[src/urs_pkg.sv]
// Package for the unstructured reassembly service-event register bank
package urs_pkg;

  // Register offsets on the 16-bit microprocessor port
  localparam logic [15:0] URS_SERVICE_ENABLE_OFF = 16'h2002;
  localparam logic [15:0] URS_SERVICE_STATUS_OFF = 16'h2004;
  localparam logic [15:0] URS_CELL_COUNT_OFF     = 16'h2006;

  // Reset values
  localparam logic [15:0] URS_SERVICE_ENABLE_RST = 16'h0000;
  localparam logic [15:0] URS_SERVICE_STATUS_RST = 16'h001f;
  localparam logic [15:0] URS_CELL_COUNT_RST     = 16'h0000;

  // Enable register: one enable bit per rollover type, bits 7:0
  localparam int          URS_EVT_TYPES          = 8;
  localparam logic [7:0]  URS_ENABLE_MASK        = 8'hff;
  localparam int          URS_REASSEMBLED_BIT    = 0;
  localparam int          URS_HEADER_ERR_BIT     = 1;
  localparam int          URS_SEQUENCE_ERR_BIT   = 2;
  localparam int          URS_LOST_CELLS_BIT     = 3;
  localparam int          URS_MISINSERTED_BIT    = 4;
  localparam int          URS_UNDERRUN_BIT       = 5;
  localparam int          URS_OVERRUN_BIT        = 6;
  localparam int          URS_LATE_CELLS_BIT     = 7;

  // Status register fields
  localparam int          URS_PORT_W             = 5;
  localparam int          URS_PORT_LSB           = 0;
  localparam logic [4:0]  URS_PORT_ILLEGAL       = 5'h1f;
  localparam int          URS_TALLY_OVF_SE_BIT   = 12;
  localparam int          URS_TALLY_OVF_BIT      = 13;
  localparam int          URS_SUMMARY_SE_BIT     = 14;
  localparam int          URS_SUMMARY_FLAG_BIT   = 15;

  // Cell counter
  localparam int          URS_CELL_COUNT_W       = 16;
  localparam logic [15:0] URS_CELL_COUNT_MAX     = 16'hffff;
  localparam logic [15:0] URS_CELL_COUNT_ONE     = 16'h0001;

  localparam logic [15:0] URS_ZERO_WORD          = 16'h0000;

endpackage : urs_pkg

[src/urs_udt_reassembly_event_status.sv]
// Service-event register bank of the unstructured reassembly receive path
// Notes on behaviour
// - Enable bit 0 lets a reassembled-cells rollover set the summary flag.
// - Enable bit 1 lets a header-byte error rollover set the summary flag.
// - Enable bit 2 lets a sequence error rollover set the summary flag.
// - Enable bit 3 lets a lost-cells rollover set the summary flag.
// - Enable bit 4 lets a misinserted-cells rollover set the summary flag.
// - Enable bit 5 lets a buffer-underrun rollover set the summary flag.
// - Enable bit 6 lets a buffer-overrun rollover set the summary flag.
// - Enable bit 7 lets a late-cells rollover set the summary flag.
// - Port field holds port of latest unmasked rollover; resets to 1Fh.
// - Summary flag bit 15 sets on any enabled rollover, sticks until cleared.
// - Writing zero to bit 15 clears it and returns port field to 1Fh.
// - Bit 14 set forwards summary flag to main service request.
// - Bit 13 latches when the received-cell counter overflows.
// - Bit 12 set forwards the overflow flag to main service request.
// - Read-only 16-bit cell counter, reset zero, counts each accepted cell.
`timescale 1ns/1ps

module urs_udt_reassembly_event_status
  import urs_pkg::*;
(
  // Clock and reset
  input  wire logic                          CLK_SYS_I,
  input  wire logic                          SRST_I,
  // Microprocessor register port
  input  wire logic [15:0]                   REG_ADDR_I,
  input  wire logic                          REG_WR_I,
  input  wire logic                          REG_RD_I,
  input  wire logic [15:0]                   REG_WDATA_I,
  output logic      [15:0]                   REG_RDATA_O,
  output logic                               REG_RVALID_O,
  // Rollover events from per-port reassembly control structures
  input  wire logic                          ROLL_VALID_I,
  input  wire logic [urs_pkg::URS_EVT_TYPES-1:0] ROLL_TYPE_I,
  input  wire logic [urs_pkg::URS_PORT_W-1:0]    ROLL_PORT_I,
  // Cell accepted by the unstructured receive path
  input  wire logic                          CELL_ACCEPT_I,
  // Request toward the main status register
  output logic                               MAIN_REASSEMBLY_SERVICE_REQUEST_O
);
  import urs_pkg::*;

  typedef struct packed {
    logic [URS_EVT_TYPES-1:0]    rollover_enable;
    logic [URS_PORT_W-1:0]       service_port;
    logic                        cell_tally_overflow_enable;
    logic                        cell_tally_overflow_flag;
    logic                        summary_service_enable;
    logic                        summary_event_flag;
    logic [URS_CELL_COUNT_W-1:0] cell_count;
    logic [15:0]                 rdata;
    logic                        rvalid;
    logic                        service_request;
  } urs_state_s;

  urs_state_s st_r;
  urs_state_s st_nxt;

  // Address match, used for the enable and status register writes
  function automatic logic reg_hit(input logic [15:0] addr, input logic [15:0] off);
    reg_hit = (addr == off);
  endfunction

  // Status word assembled from its fields; reserved bits stay zero
  function automatic logic [15:0] status_word(input urs_state_s s);
    logic [15:0] w;
    w = URS_ZERO_WORD;
    w[URS_PORT_LSB +: URS_PORT_W] = s.service_port;
    w[URS_TALLY_OVF_SE_BIT]       = s.cell_tally_overflow_enable;
    w[URS_TALLY_OVF_BIT]          = s.cell_tally_overflow_flag;
    w[URS_SUMMARY_SE_BIT]         = s.summary_service_enable;
    w[URS_SUMMARY_FLAG_BIT]       = s.summary_event_flag;
    status_word = w;
  endfunction

  // Per-type decode of an incoming rollover report
  logic [URS_EVT_TYPES-1:0] type_hit;
  logic                     wr_enable;
  logic                     wr_status;
  logic                     rollover_hit;
  logic                     tally_wrap;
  logic                     clear_summary;
  logic                     clear_tally;

  // One rollover type counts only while its own enable bit is set
  function automatic logic type_on(
    input logic [URS_EVT_TYPES-1:0] kinds,
    input logic [URS_EVT_TYPES-1:0] enables,
    input int                       idx
  );
    type_on = kinds[idx] && enables[idx];
  endfunction

  // Latched flag; a set in the same cycle as a clear wins, so no event is lost
  function automatic logic sticky_next(
    input logic cur,
    input logic set_ev,
    input logic clr_ev
  );
    logic v;
    v = cur;
    if (clr_ev)
    begin
      v = 1'b0;
    end
    if (set_ev)
    begin
      v = 1'b1;
    end
    sticky_next = v;
  endfunction

  // Wrap is seen on the accept that steps the counter past its maximum
  function automatic logic overflow_event(
    input logic [URS_CELL_COUNT_W-1:0] cur,
    input logic                        inc
  );
    overflow_event = inc && (cur == URS_CELL_COUNT_MAX);
  endfunction

  // Counter step; the carry is dropped on purpose so the count wraps to zero
  function automatic logic [URS_CELL_COUNT_W-1:0] tally_next(
    input logic [URS_CELL_COUNT_W-1:0] cur,
    input logic                        inc
  );
    logic [URS_CELL_COUNT_W-1:0] v;
    v = cur;
    if (inc)
    begin
      v = URS_CELL_COUNT_W'(cur + URS_CELL_COUNT_ONE);
    end
    tally_next = v;
  endfunction

  // Port field: latest unmasked event wins, a clear alone returns it to 1Fh
  function automatic logic [URS_PORT_W-1:0] port_next(
    input logic [URS_PORT_W-1:0] cur,
    input logic                  hit,
    input logic                  clr,
    input logic [URS_PORT_W-1:0] port
  );
    logic [URS_PORT_W-1:0] v;
    v = cur;
    if (hit)
    begin
      v = port;
    end
    else if (clr)
    begin
      v = URS_PORT_ILLEGAL;
    end
    port_next = v;
  endfunction

  // Enable register update; reserved bits never take a write
  function automatic logic [URS_EVT_TYPES-1:0] enable_next(
    input logic [URS_EVT_TYPES-1:0] cur,
    input logic                     wr,
    input logic [15:0]              data
  );
    logic [URS_EVT_TYPES-1:0] v;
    v = cur;
    if (wr)
    begin
      v = data[URS_EVT_TYPES-1:0] & URS_ENABLE_MASK;
    end
    enable_next = v;
  endfunction

  // Plain read/write enable bit inside the status word
  function automatic logic enable_bit_next(
    input logic        cur,
    input logic        wr,
    input logic [15:0] data,
    input int          pos
  );
    logic v;
    v = cur;
    if (wr)
    begin
      v = data[pos];
    end
    enable_bit_next = v;
  endfunction

  // Service request from a flag and its enable
  function automatic logic request_of(
    input logic flag,
    input logic enable
  );
    request_of = flag && enable;
  endfunction

  // Enable word with reserved bits forced to zero
  function automatic logic [15:0] enable_word(input logic [URS_EVT_TYPES-1:0] en);
    logic [15:0] w;
    w = URS_ZERO_WORD;
    w[URS_EVT_TYPES-1:0] = en;
    enable_word = w;
  endfunction

  // Read multiplexer; unmapped offsets return zero
  function automatic logic [15:0] read_mux(
    input logic [15:0] addr,
    input urs_state_s  s
  );
    logic [15:0] w;
    w = URS_ZERO_WORD;
    case (addr)
      URS_SERVICE_ENABLE_OFF:
      begin
        w = enable_word(s.rollover_enable);
      end
      URS_SERVICE_STATUS_OFF:
      begin
        w = status_word(s);
      end
      URS_CELL_COUNT_OFF:
      begin
        w = s.cell_count;
      end
      default:
      begin
        w = URS_ZERO_WORD;
      end
    endcase
    read_mux = w;
  endfunction

  // State after reset, built from the package reset words
  function automatic urs_state_s reset_state();
    urs_state_s s;
    s.rollover_enable            = URS_SERVICE_ENABLE_RST[URS_EVT_TYPES-1:0];
    s.service_port               = URS_SERVICE_STATUS_RST[URS_PORT_W-1:0];
    s.cell_tally_overflow_enable = URS_SERVICE_STATUS_RST[URS_TALLY_OVF_SE_BIT];
    s.cell_tally_overflow_flag   = URS_SERVICE_STATUS_RST[URS_TALLY_OVF_BIT];
    s.summary_service_enable     = URS_SERVICE_STATUS_RST[URS_SUMMARY_SE_BIT];
    s.summary_event_flag         = URS_SERVICE_STATUS_RST[URS_SUMMARY_FLAG_BIT];
    s.cell_count                 = URS_CELL_COUNT_RST;
    s.rdata                      = URS_ZERO_WORD;
    s.rvalid                     = 1'b0;
    s.service_request            = 1'b0;
    reset_state = s;
  endfunction

  always_comb
  begin
    type_hit = '0;

    if (type_on(ROLL_TYPE_I, st_r.rollover_enable, URS_REASSEMBLED_BIT))
    begin
      type_hit[URS_REASSEMBLED_BIT] = 1'b1;
    end

    if (type_on(ROLL_TYPE_I, st_r.rollover_enable, URS_HEADER_ERR_BIT))
    begin
      type_hit[URS_HEADER_ERR_BIT] = 1'b1;
    end

    if (type_on(ROLL_TYPE_I, st_r.rollover_enable, URS_SEQUENCE_ERR_BIT))
    begin
      type_hit[URS_SEQUENCE_ERR_BIT] = 1'b1;
    end

    if (type_on(ROLL_TYPE_I, st_r.rollover_enable, URS_LOST_CELLS_BIT))
    begin
      type_hit[URS_LOST_CELLS_BIT] = 1'b1;
    end

    if (type_on(ROLL_TYPE_I, st_r.rollover_enable, URS_MISINSERTED_BIT))
    begin
      type_hit[URS_MISINSERTED_BIT] = 1'b1;
    end

    if (type_on(ROLL_TYPE_I, st_r.rollover_enable, URS_UNDERRUN_BIT))
    begin
      type_hit[URS_UNDERRUN_BIT] = 1'b1;
    end

    if (type_on(ROLL_TYPE_I, st_r.rollover_enable, URS_OVERRUN_BIT))
    begin
      type_hit[URS_OVERRUN_BIT] = 1'b1;
    end

    if (type_on(ROLL_TYPE_I, st_r.rollover_enable, URS_LATE_CELLS_BIT))
    begin
      type_hit[URS_LATE_CELLS_BIT] = 1'b1;
    end
  end

  always_comb
  begin
    st_nxt = st_r;

    wr_enable = REG_WR_I && reg_hit(REG_ADDR_I, URS_SERVICE_ENABLE_OFF);
    wr_status = REG_WR_I && reg_hit(REG_ADDR_I, URS_SERVICE_STATUS_OFF);

    rollover_hit  = ROLL_VALID_I && (type_hit != '0);
    tally_wrap    = overflow_event(st_r.cell_count, CELL_ACCEPT_I);
    clear_summary = wr_status && !REG_WDATA_I[URS_SUMMARY_FLAG_BIT];
    clear_tally   = wr_status && !REG_WDATA_I[URS_TALLY_OVF_BIT];

    st_nxt.rollover_enable =
      enable_next(st_r.rollover_enable, wr_enable, REG_WDATA_I);

    st_nxt.cell_tally_overflow_enable =
      enable_bit_next(st_r.cell_tally_overflow_enable, wr_status, REG_WDATA_I,
                      URS_TALLY_OVF_SE_BIT);
    st_nxt.summary_service_enable =
      enable_bit_next(st_r.summary_service_enable, wr_status, REG_WDATA_I,
                      URS_SUMMARY_SE_BIT);

    st_nxt.summary_event_flag =
      sticky_next(st_r.summary_event_flag, rollover_hit, clear_summary);
    st_nxt.cell_tally_overflow_flag =
      sticky_next(st_r.cell_tally_overflow_flag, tally_wrap, clear_tally);
    st_nxt.service_port =
      port_next(st_r.service_port, rollover_hit, clear_summary, ROLL_PORT_I);

    st_nxt.cell_count = tally_next(st_r.cell_count, CELL_ACCEPT_I);

    // Read data is registered, so a read beside a write returns the old value
    st_nxt.rvalid = REG_RD_I;
    st_nxt.rdata  = URS_ZERO_WORD;
    if (REG_RD_I)
    begin
      st_nxt.rdata = read_mux(REG_ADDR_I, st_r);
    end

    // Request follows the flags as they will stand after this edge
    st_nxt.service_request =
      request_of(st_nxt.summary_event_flag, st_nxt.summary_service_enable) ||
      request_of(st_nxt.cell_tally_overflow_flag, st_nxt.cell_tally_overflow_enable);
  end

  always_ff @(posedge CLK_SYS_I)
  begin
    if (SRST_I)
    begin
      st_r <= reset_state();
    end
    else
    begin
      st_r <= st_nxt;
    end
  end

  assign REG_RDATA_O                       = st_r.rdata;
  assign REG_RVALID_O                      = st_r.rvalid;
  assign MAIN_REASSEMBLY_SERVICE_REQUEST_O = st_r.service_request;

endmodule // urs_udt_reassembly_event_status

[config.mk]
export PLATFORM = sky130hd
export DESIGN_NAME = urs_udt_reassembly_event_status
export DESIGN_NICKNAME = d
export VERILOG_FILES = /design/src/urs_pkg.sv /design/src/urs_udt_reassembly_event_status.sv
export SDC_FILE = /design/constraint.sdc
export NUM_CORES = 1
export LEC_CHECK = 0
export ABC_AREA = 1
export BUFFER_PORTS_ARGS = -buffer_cell sky130_fd_sc_hd__buf_2
export CORE_MARGIN = 4
export CORE_UTILIZATION = 52
export CTS_CLUSTER_DIAMETER = 80
export DETAILED_ROUTE_END_ITERATION = 16
export PLACE_DENSITY_LB_ADDON = 0.08
export SETUP_SLACK_MARGIN = 0.5
export SKIP_LAST_GASP = 1
export SLEW_MARGIN = 20
export SYNTH_ARGS = -nofsm -noshare
export SYNTH_HDL_FRONTEND = slang
export SYNTH_SLANG_ARGS = --single-unit
[constraint.sdc]
create_clock -name CLK_SYS_I -period 1.84 [get_ports CLK_SYS_I]
set_clock_uncertainty 0.15 [all_clocks]
set_input_delay 0.276 -clock CLK_SYS_I [delete_from_list [all_inputs] [get_ports CLK_SYS_I]]
set_output_delay 0.276 -clock CLK_SYS_I [all_outputs]
set_load 0.02 [all_outputs]
# == Word level (Yosys, flattened, before mapping) ==
# Cells that the tools add are included.
# classes
add_sub_neg,1
mul,0
n_div,0
n_lt_le_gt_ge,0
n_eq_ne,4
shift,0
muxes,17
bitwise_logic,1
n_reduce_logical,22
# ops
operator,count
$eq 16x14->1 const B,3
$pmux 16 s3,1
$add 16x1->16 const B,1
$eq 16x16->1 const B,1
$logic_and 1x1->1,16
$mux 1,14
$mux 5,2
$reduce_bool 8->1,1
$logic_not 1->1,2
$reduce_bool 2->1,1
$reduce_or 2->1,1
$logic_or 1x1->1,1
$not 1->1,1
# totals
ff_bits,51
latch_bits,0
ramBits,0
rom_bits,0
inputBits,51
out_inout_bits,18
n_memories,0

# == Logic depth before layout (Yosys ltp) ==
# depth
depth_word,7
mapped_depth,10

# == Least setup slack after synthesis ==
# No wires, ideal clock.
# synth_path
kind,input to register
from,in REG_ADDR_I[15]
to,reg st_r (netlist bit MAIN_REASSEMBLY_SERVICE_REQUEST_O)
arrival_ps,1152
t_required_ps,1576
setup_slack_ps,425
stages,9
path_buffers,1
path_cell_list,nor2_1 -> nand3_1 -> nor2_4 -> buf_6 -> nand3_4 -> o21ai_1 -> nand2_1 -> nand2_1 -> nand2_1
# synth_via
elab_chain_cells,7
elab_cells_between_ends,13
# synth_lines
item,line,source
"start, declared",urs_udt_reassembly_event_status.sv:27,"input wire logic [15:0] REG_ADDR_I,"
$eq 16x14->1 (*),urs_udt_reassembly_event_status.sv:62,reg_hit = (addr == off);
$logic_and 1x1->1 (*),urs_udt_reassembly_event_status.sv:297,"wr_status = REG_WR_I && reg_hit(REG_ADDR_I, URS_SERVICE_STATUS_OFF);"
"$logic_and 1x1->1, on equally long branches","urs_udt_reassembly_event_status.sv:301, urs_udt_reassembly_event_status.sv:302",
$mux 1,urs_udt_reassembly_event_status.sv:103,if (clr_ev)
$mux 1,urs_udt_reassembly_event_status.sv:107,if (set_ev)
$logic_and 1x1->1,urs_udt_reassembly_event_status.sv:192,request_of = flag && enable;
$logic_or 1x1->1 (*),urs_udt_reassembly_event_status.sv:333,"request_of(st_nxt.summary_event_flag, st_nxt.summary_service_enable) ||"
"end signal, assigned",urs_udt_reassembly_event_status.sv:341,st_r <= reset_state();
"end signal, assigned",urs_udt_reassembly_event_status.sv:345,st_r <= st_nxt;
"end, declared",urs_udt_reassembly_event_status.sv:57,urs_state_s st_r;
# Every way passes the cells marked *; elsewhere a longest branch is shown, timed or not.
# A chain may end at the register's enable or synchronous reset.

# == Worst setup path after layout ==
# layout_path
from,in REG_ADDR_I[9]
to,reg st_r (netlist bit REG_RDATA_O[7])
# layout_via
elab_chain_cells,2
elab_cells_between_ends,4
# layout_lines
item,line,source
$eq 16x14->1,urs_udt_reassembly_event_status.sv:210,case (addr)
$pmux 16 s3 (*),urs_udt_reassembly_event_status.sv:210,
# Marked as above.

==> implementation parameters <==
Parameter                              Value

Final layout
  Most frequent cells in the layout    sky130_fd_sc_hd__nand2_1, sky130_fd_sc_hd__buf_2, sky130_fd_sc_hd__dfxtp_1
  Number of inserted filler cells in the final layout    about 360
  Net count of the finished layout    465
  FF+latch area    ~1100 um2
  Multi-input gate area in the final layout    ~1500 um2
  Post-route cell area    roughly 3500 um2
  Synthesis-to-finish area growth    38.2%
  Share of cells above drive strength 1    50.5%
  Inserted Diodes    0

Pwr
  Power, Total    about 1.9 mW
  Static leakage    roughly 1.5 nW
  Worst-case vdd ir drop    0.359 mV
  Pwr dens    roughly 540 nW/um2

Synth
  Synth Area per Inst    about 7.7 um2
  Number of distinct standard cells referenced by the synthesized netlist    36
  Number of synthesized register bits    around 50
  Area of the mapped netlist    between 2000 and 3000 um2
  Syn. warnings    0
  Flip-flop cell with the highest count after synthesis    sky130_fd_sc_hd__dfxtp_1
  Synthesized instance count    330
  Async SR Flop Fraction    0%
  Number of synthesized flops with an enable pin    0
  Number of nets in the synthesized netlist    ~380
  Sequential area share after synthesis    around 40%

Global routing
  Global router's overall resource usage    20.2%
  First-pass GRT wire length    approximately 9.9 mm
  Sum of overflow across all layers after global routing    0
  Via count of the first global-routing pass    approximately 2,200
  Number of antenna violations at the first check in global routing    0
  Pin count of the biggest net entering global routing    22

Routing
  Initial DRC count    110
  Routed length per placed instance    roughly 13 um
  Vias per inst    4.85
  Number of DRC violations after detailed routing    0
  Via Count    between 2,000 and 2,500
  Routed wire length    6.31 mm
  Antenna Violating Nets Remaining    0
  1st-pass router iterations    4

Die
  Chip Height    roughly 78 um
  Area of the placeable core    4720 um2
  Total Die Area    6030 um2
  Number of placement rows    25
  Initial core utilization    a little over half
  Width of the die    ~80 um
  Count of boundary I/O pins    slightly below 70

Critical path
  Critical path class    in2reg
  CP Data Required Time    1.91 ns
  Worst endpoint data arrival time    approximately 1.5 ns
  Start point of the critical path    REG_ADDR_I[9]
  Crit path max-delay cell type    sky130_fd_sc_hd__a21oi_4
  Critical path's largest stage delay    0.24 ns
  Crit end category    register
  Type of element launching the critical path    input pin
  FF-to-FF Start    st_r[21]$_SDFFE_PP0P_
  CP Max Fanout    6
  List of cells traversed by the critical path    buf_6, nor2_4, nand2_2, nor2_4, buf_6, nand2_4, a21oi_4, clkinv_4, a21oi_2

STA
  RSZ-0062 raised after global routing    true
  Minimum clock period    ~1.4 ns
  Setup Total Neg Slack    0 ns
  Portion of the clock cycle consumed by the worst path in the final layout    around three quarters
  F_max    708 MHz
  Final number of max-transition violations    0
  Max-slew headroom    between 70% and 80%
  Slew at the pin closest to its max-slew limit    between 0.3 and 0.4 ns
  Setup-violating endpoint count in the final report    0
  Endpoints failing hold    0

Clocking
  Deepest clock path buffer count    2
  Number of buffers created by CTS    5
  Clock tree from TritonCTS    done
  Root buffer selected by CTS    sky130_fd_sc_hd__clkbuf_8
  # clock sinks    between 50 and 60
  Maximum level of the CTS H-tree    2
  Clock network latency to the later pin of the worst-skew pair    0.30 ns
  Clock-pin slew on the worst setup and hold paths    about 0.09 ns

Place
  Total placed instance area    just under 3000 um2
  RD Place Congestion    between 0.8 and 0.9
  Detailed placer's ending HPWL    around 4.2 mm
  Port Buffers    between 60 and 70

Status
  Status    finished clean

Worst hold path
  Path type of the worst min-delay path    in2reg
  Origin of the worst min-delay path    ROLL_PORT_I[3]

Run
  Reported max-cap violation count    0
[per-layer routing]
layer	track usage (%)	wire length, um	vias to the layer above
met5	0	0	-
met2	32.4	3120	58
met3	4.41	334	9
met4	6.76	86	0
met1	27.0	2760	1046
li1	-	-	1219
[area by class of cell]
| class | count | share of cell area (%) |
|---|---|---|
| multi-input cells | 219 | 42.4 |
| flip-flops and latches | 51 | 30.5 |
| repair buffers | 97 | 17.5 |
| inverters | 38 | 4.52 |
| well taps | 67 | 2.40 |
| clock buffers | 6 | 2.08 |
| clock inverters | 2 | 0.359 |
| repair inverters | 1 | 0.323 |
[logic make-up after synthesis]
kind of cell / count (synthesis) / synth area share (%)
compound gates: 56 / 13.1
fa+ha+maj: 1 / 0.495
buf+inv: 61 / 12.3
flops: 51 / 40.4
xor+xnor: 2 / 0.694
simple gates: 159 / 33.0
[synth_stat cells, types with 3 or more instances]
cell	n	area share (%)
sky130_fd_sc_hd__clkbuf_1	3	0.45
sky130_fd_sc_hd__nand4_1	9	2.2
sky130_fd_sc_hd__o21a_1	3	0.89
sky130_fd_sc_hd__nor2_2	9	2.2
sky130_fd_sc_hd__nand3_4	3	2.1
sky130_fd_sc_hd__a21oi_2	8	2.8
sky130_fd_sc_hd__nor3_1	9	1.8
sky130_fd_sc_hd__a21oi_1	23	4.6
sky130_fd_sc_hd__nand2_1	75	11
sky130_fd_sc_hd__inv_1	32	4.8
sky130_fd_sc_hd__o21ai_0	6	1.2
sky130_fd_sc_hd__nand3_1	14	2.8
sky130_fd_sc_hd__o21ai_1	13	2.6
sky130_fd_sc_hd__nor2_4	3	1.3
sky130_fd_sc_hd__nor2_1	23	3.4
sky130_fd_sc_hd__buf_4	17	5.1
sky130_fd_sc_hd__dfxtp_1	51	40
sky130_fd_sc_hd__inv_2	4	0.59
[power by group]
group | total [mW] | switching [mW] | internal, mW
logic | 0.150 | 0.0828 | 0.0669
clock network | 0.627 | 0.361 | 0.266
registers | 1.11 | 0.00850 | 1.10
total | 1.89 | 0.452 | 1.43
[state kept, by name, indices dropped and copies added, names as in the netlist]
signal                             flops
MAIN_REASSEMBLY_SERVICE_REQUEST_O      1
st_r                                  33
REG_RDATA_O                           16
REG_RVALID_O                           1
[repair_timing]
action                     in CTS  in global routing
setup endpoints to repair      27                 36
buffers inserted               14                 13
resized for setup              28                 54
hold buffers                    0                  0
gates cloned                    2                  1
pin swaps                      17                 17
[stage by stage]
| step | utilization (%) | setup slack, ns | hold slack (ns) | instances |
|---|---|---|---|---|
| after global routing | 73.9 | 0.322 | 0.0411 | 481 |
| final | 73.9 | 0.427 | 0.0342 | 481 |
| after floorplan | - | 0.460 | 0.247 | 330 |
| after detailed placement | 61.5 | 0.129 | 0.308 | 443 |
| after global placement | 61.5 | 0.172 | 0.299 | 443 |
| after CTS | 67.4 | 0.446 | 0.0335 | 467 |
[path summary, 6_finish.rpt]
kind / end / slack (ns) / depth (start not counted)
worst min register to register: REG_RDATA_O[12]$_SDFF_PP0_ / 0.32 / 2
worst min-delay path: st_r[41]$_SDFFE_PP1P_ / 0.03 / 3
worst max-delay path: REG_RDATA_O[7]$_SDFF_PP0_ / 0.43 / 9
worst max register to register: st_r[26]$_SDFFE_PP0P_ / 0.43 / 7
[critical path: cells and delay by family]
family                 cells  cell delay, ns
AOI/OAI and AO/OA          2            0.39
buffers and inverters      3            0.37
and+or+nand+nor            4            0.44
Note: power is estimated with default switching activity, not from simulation.
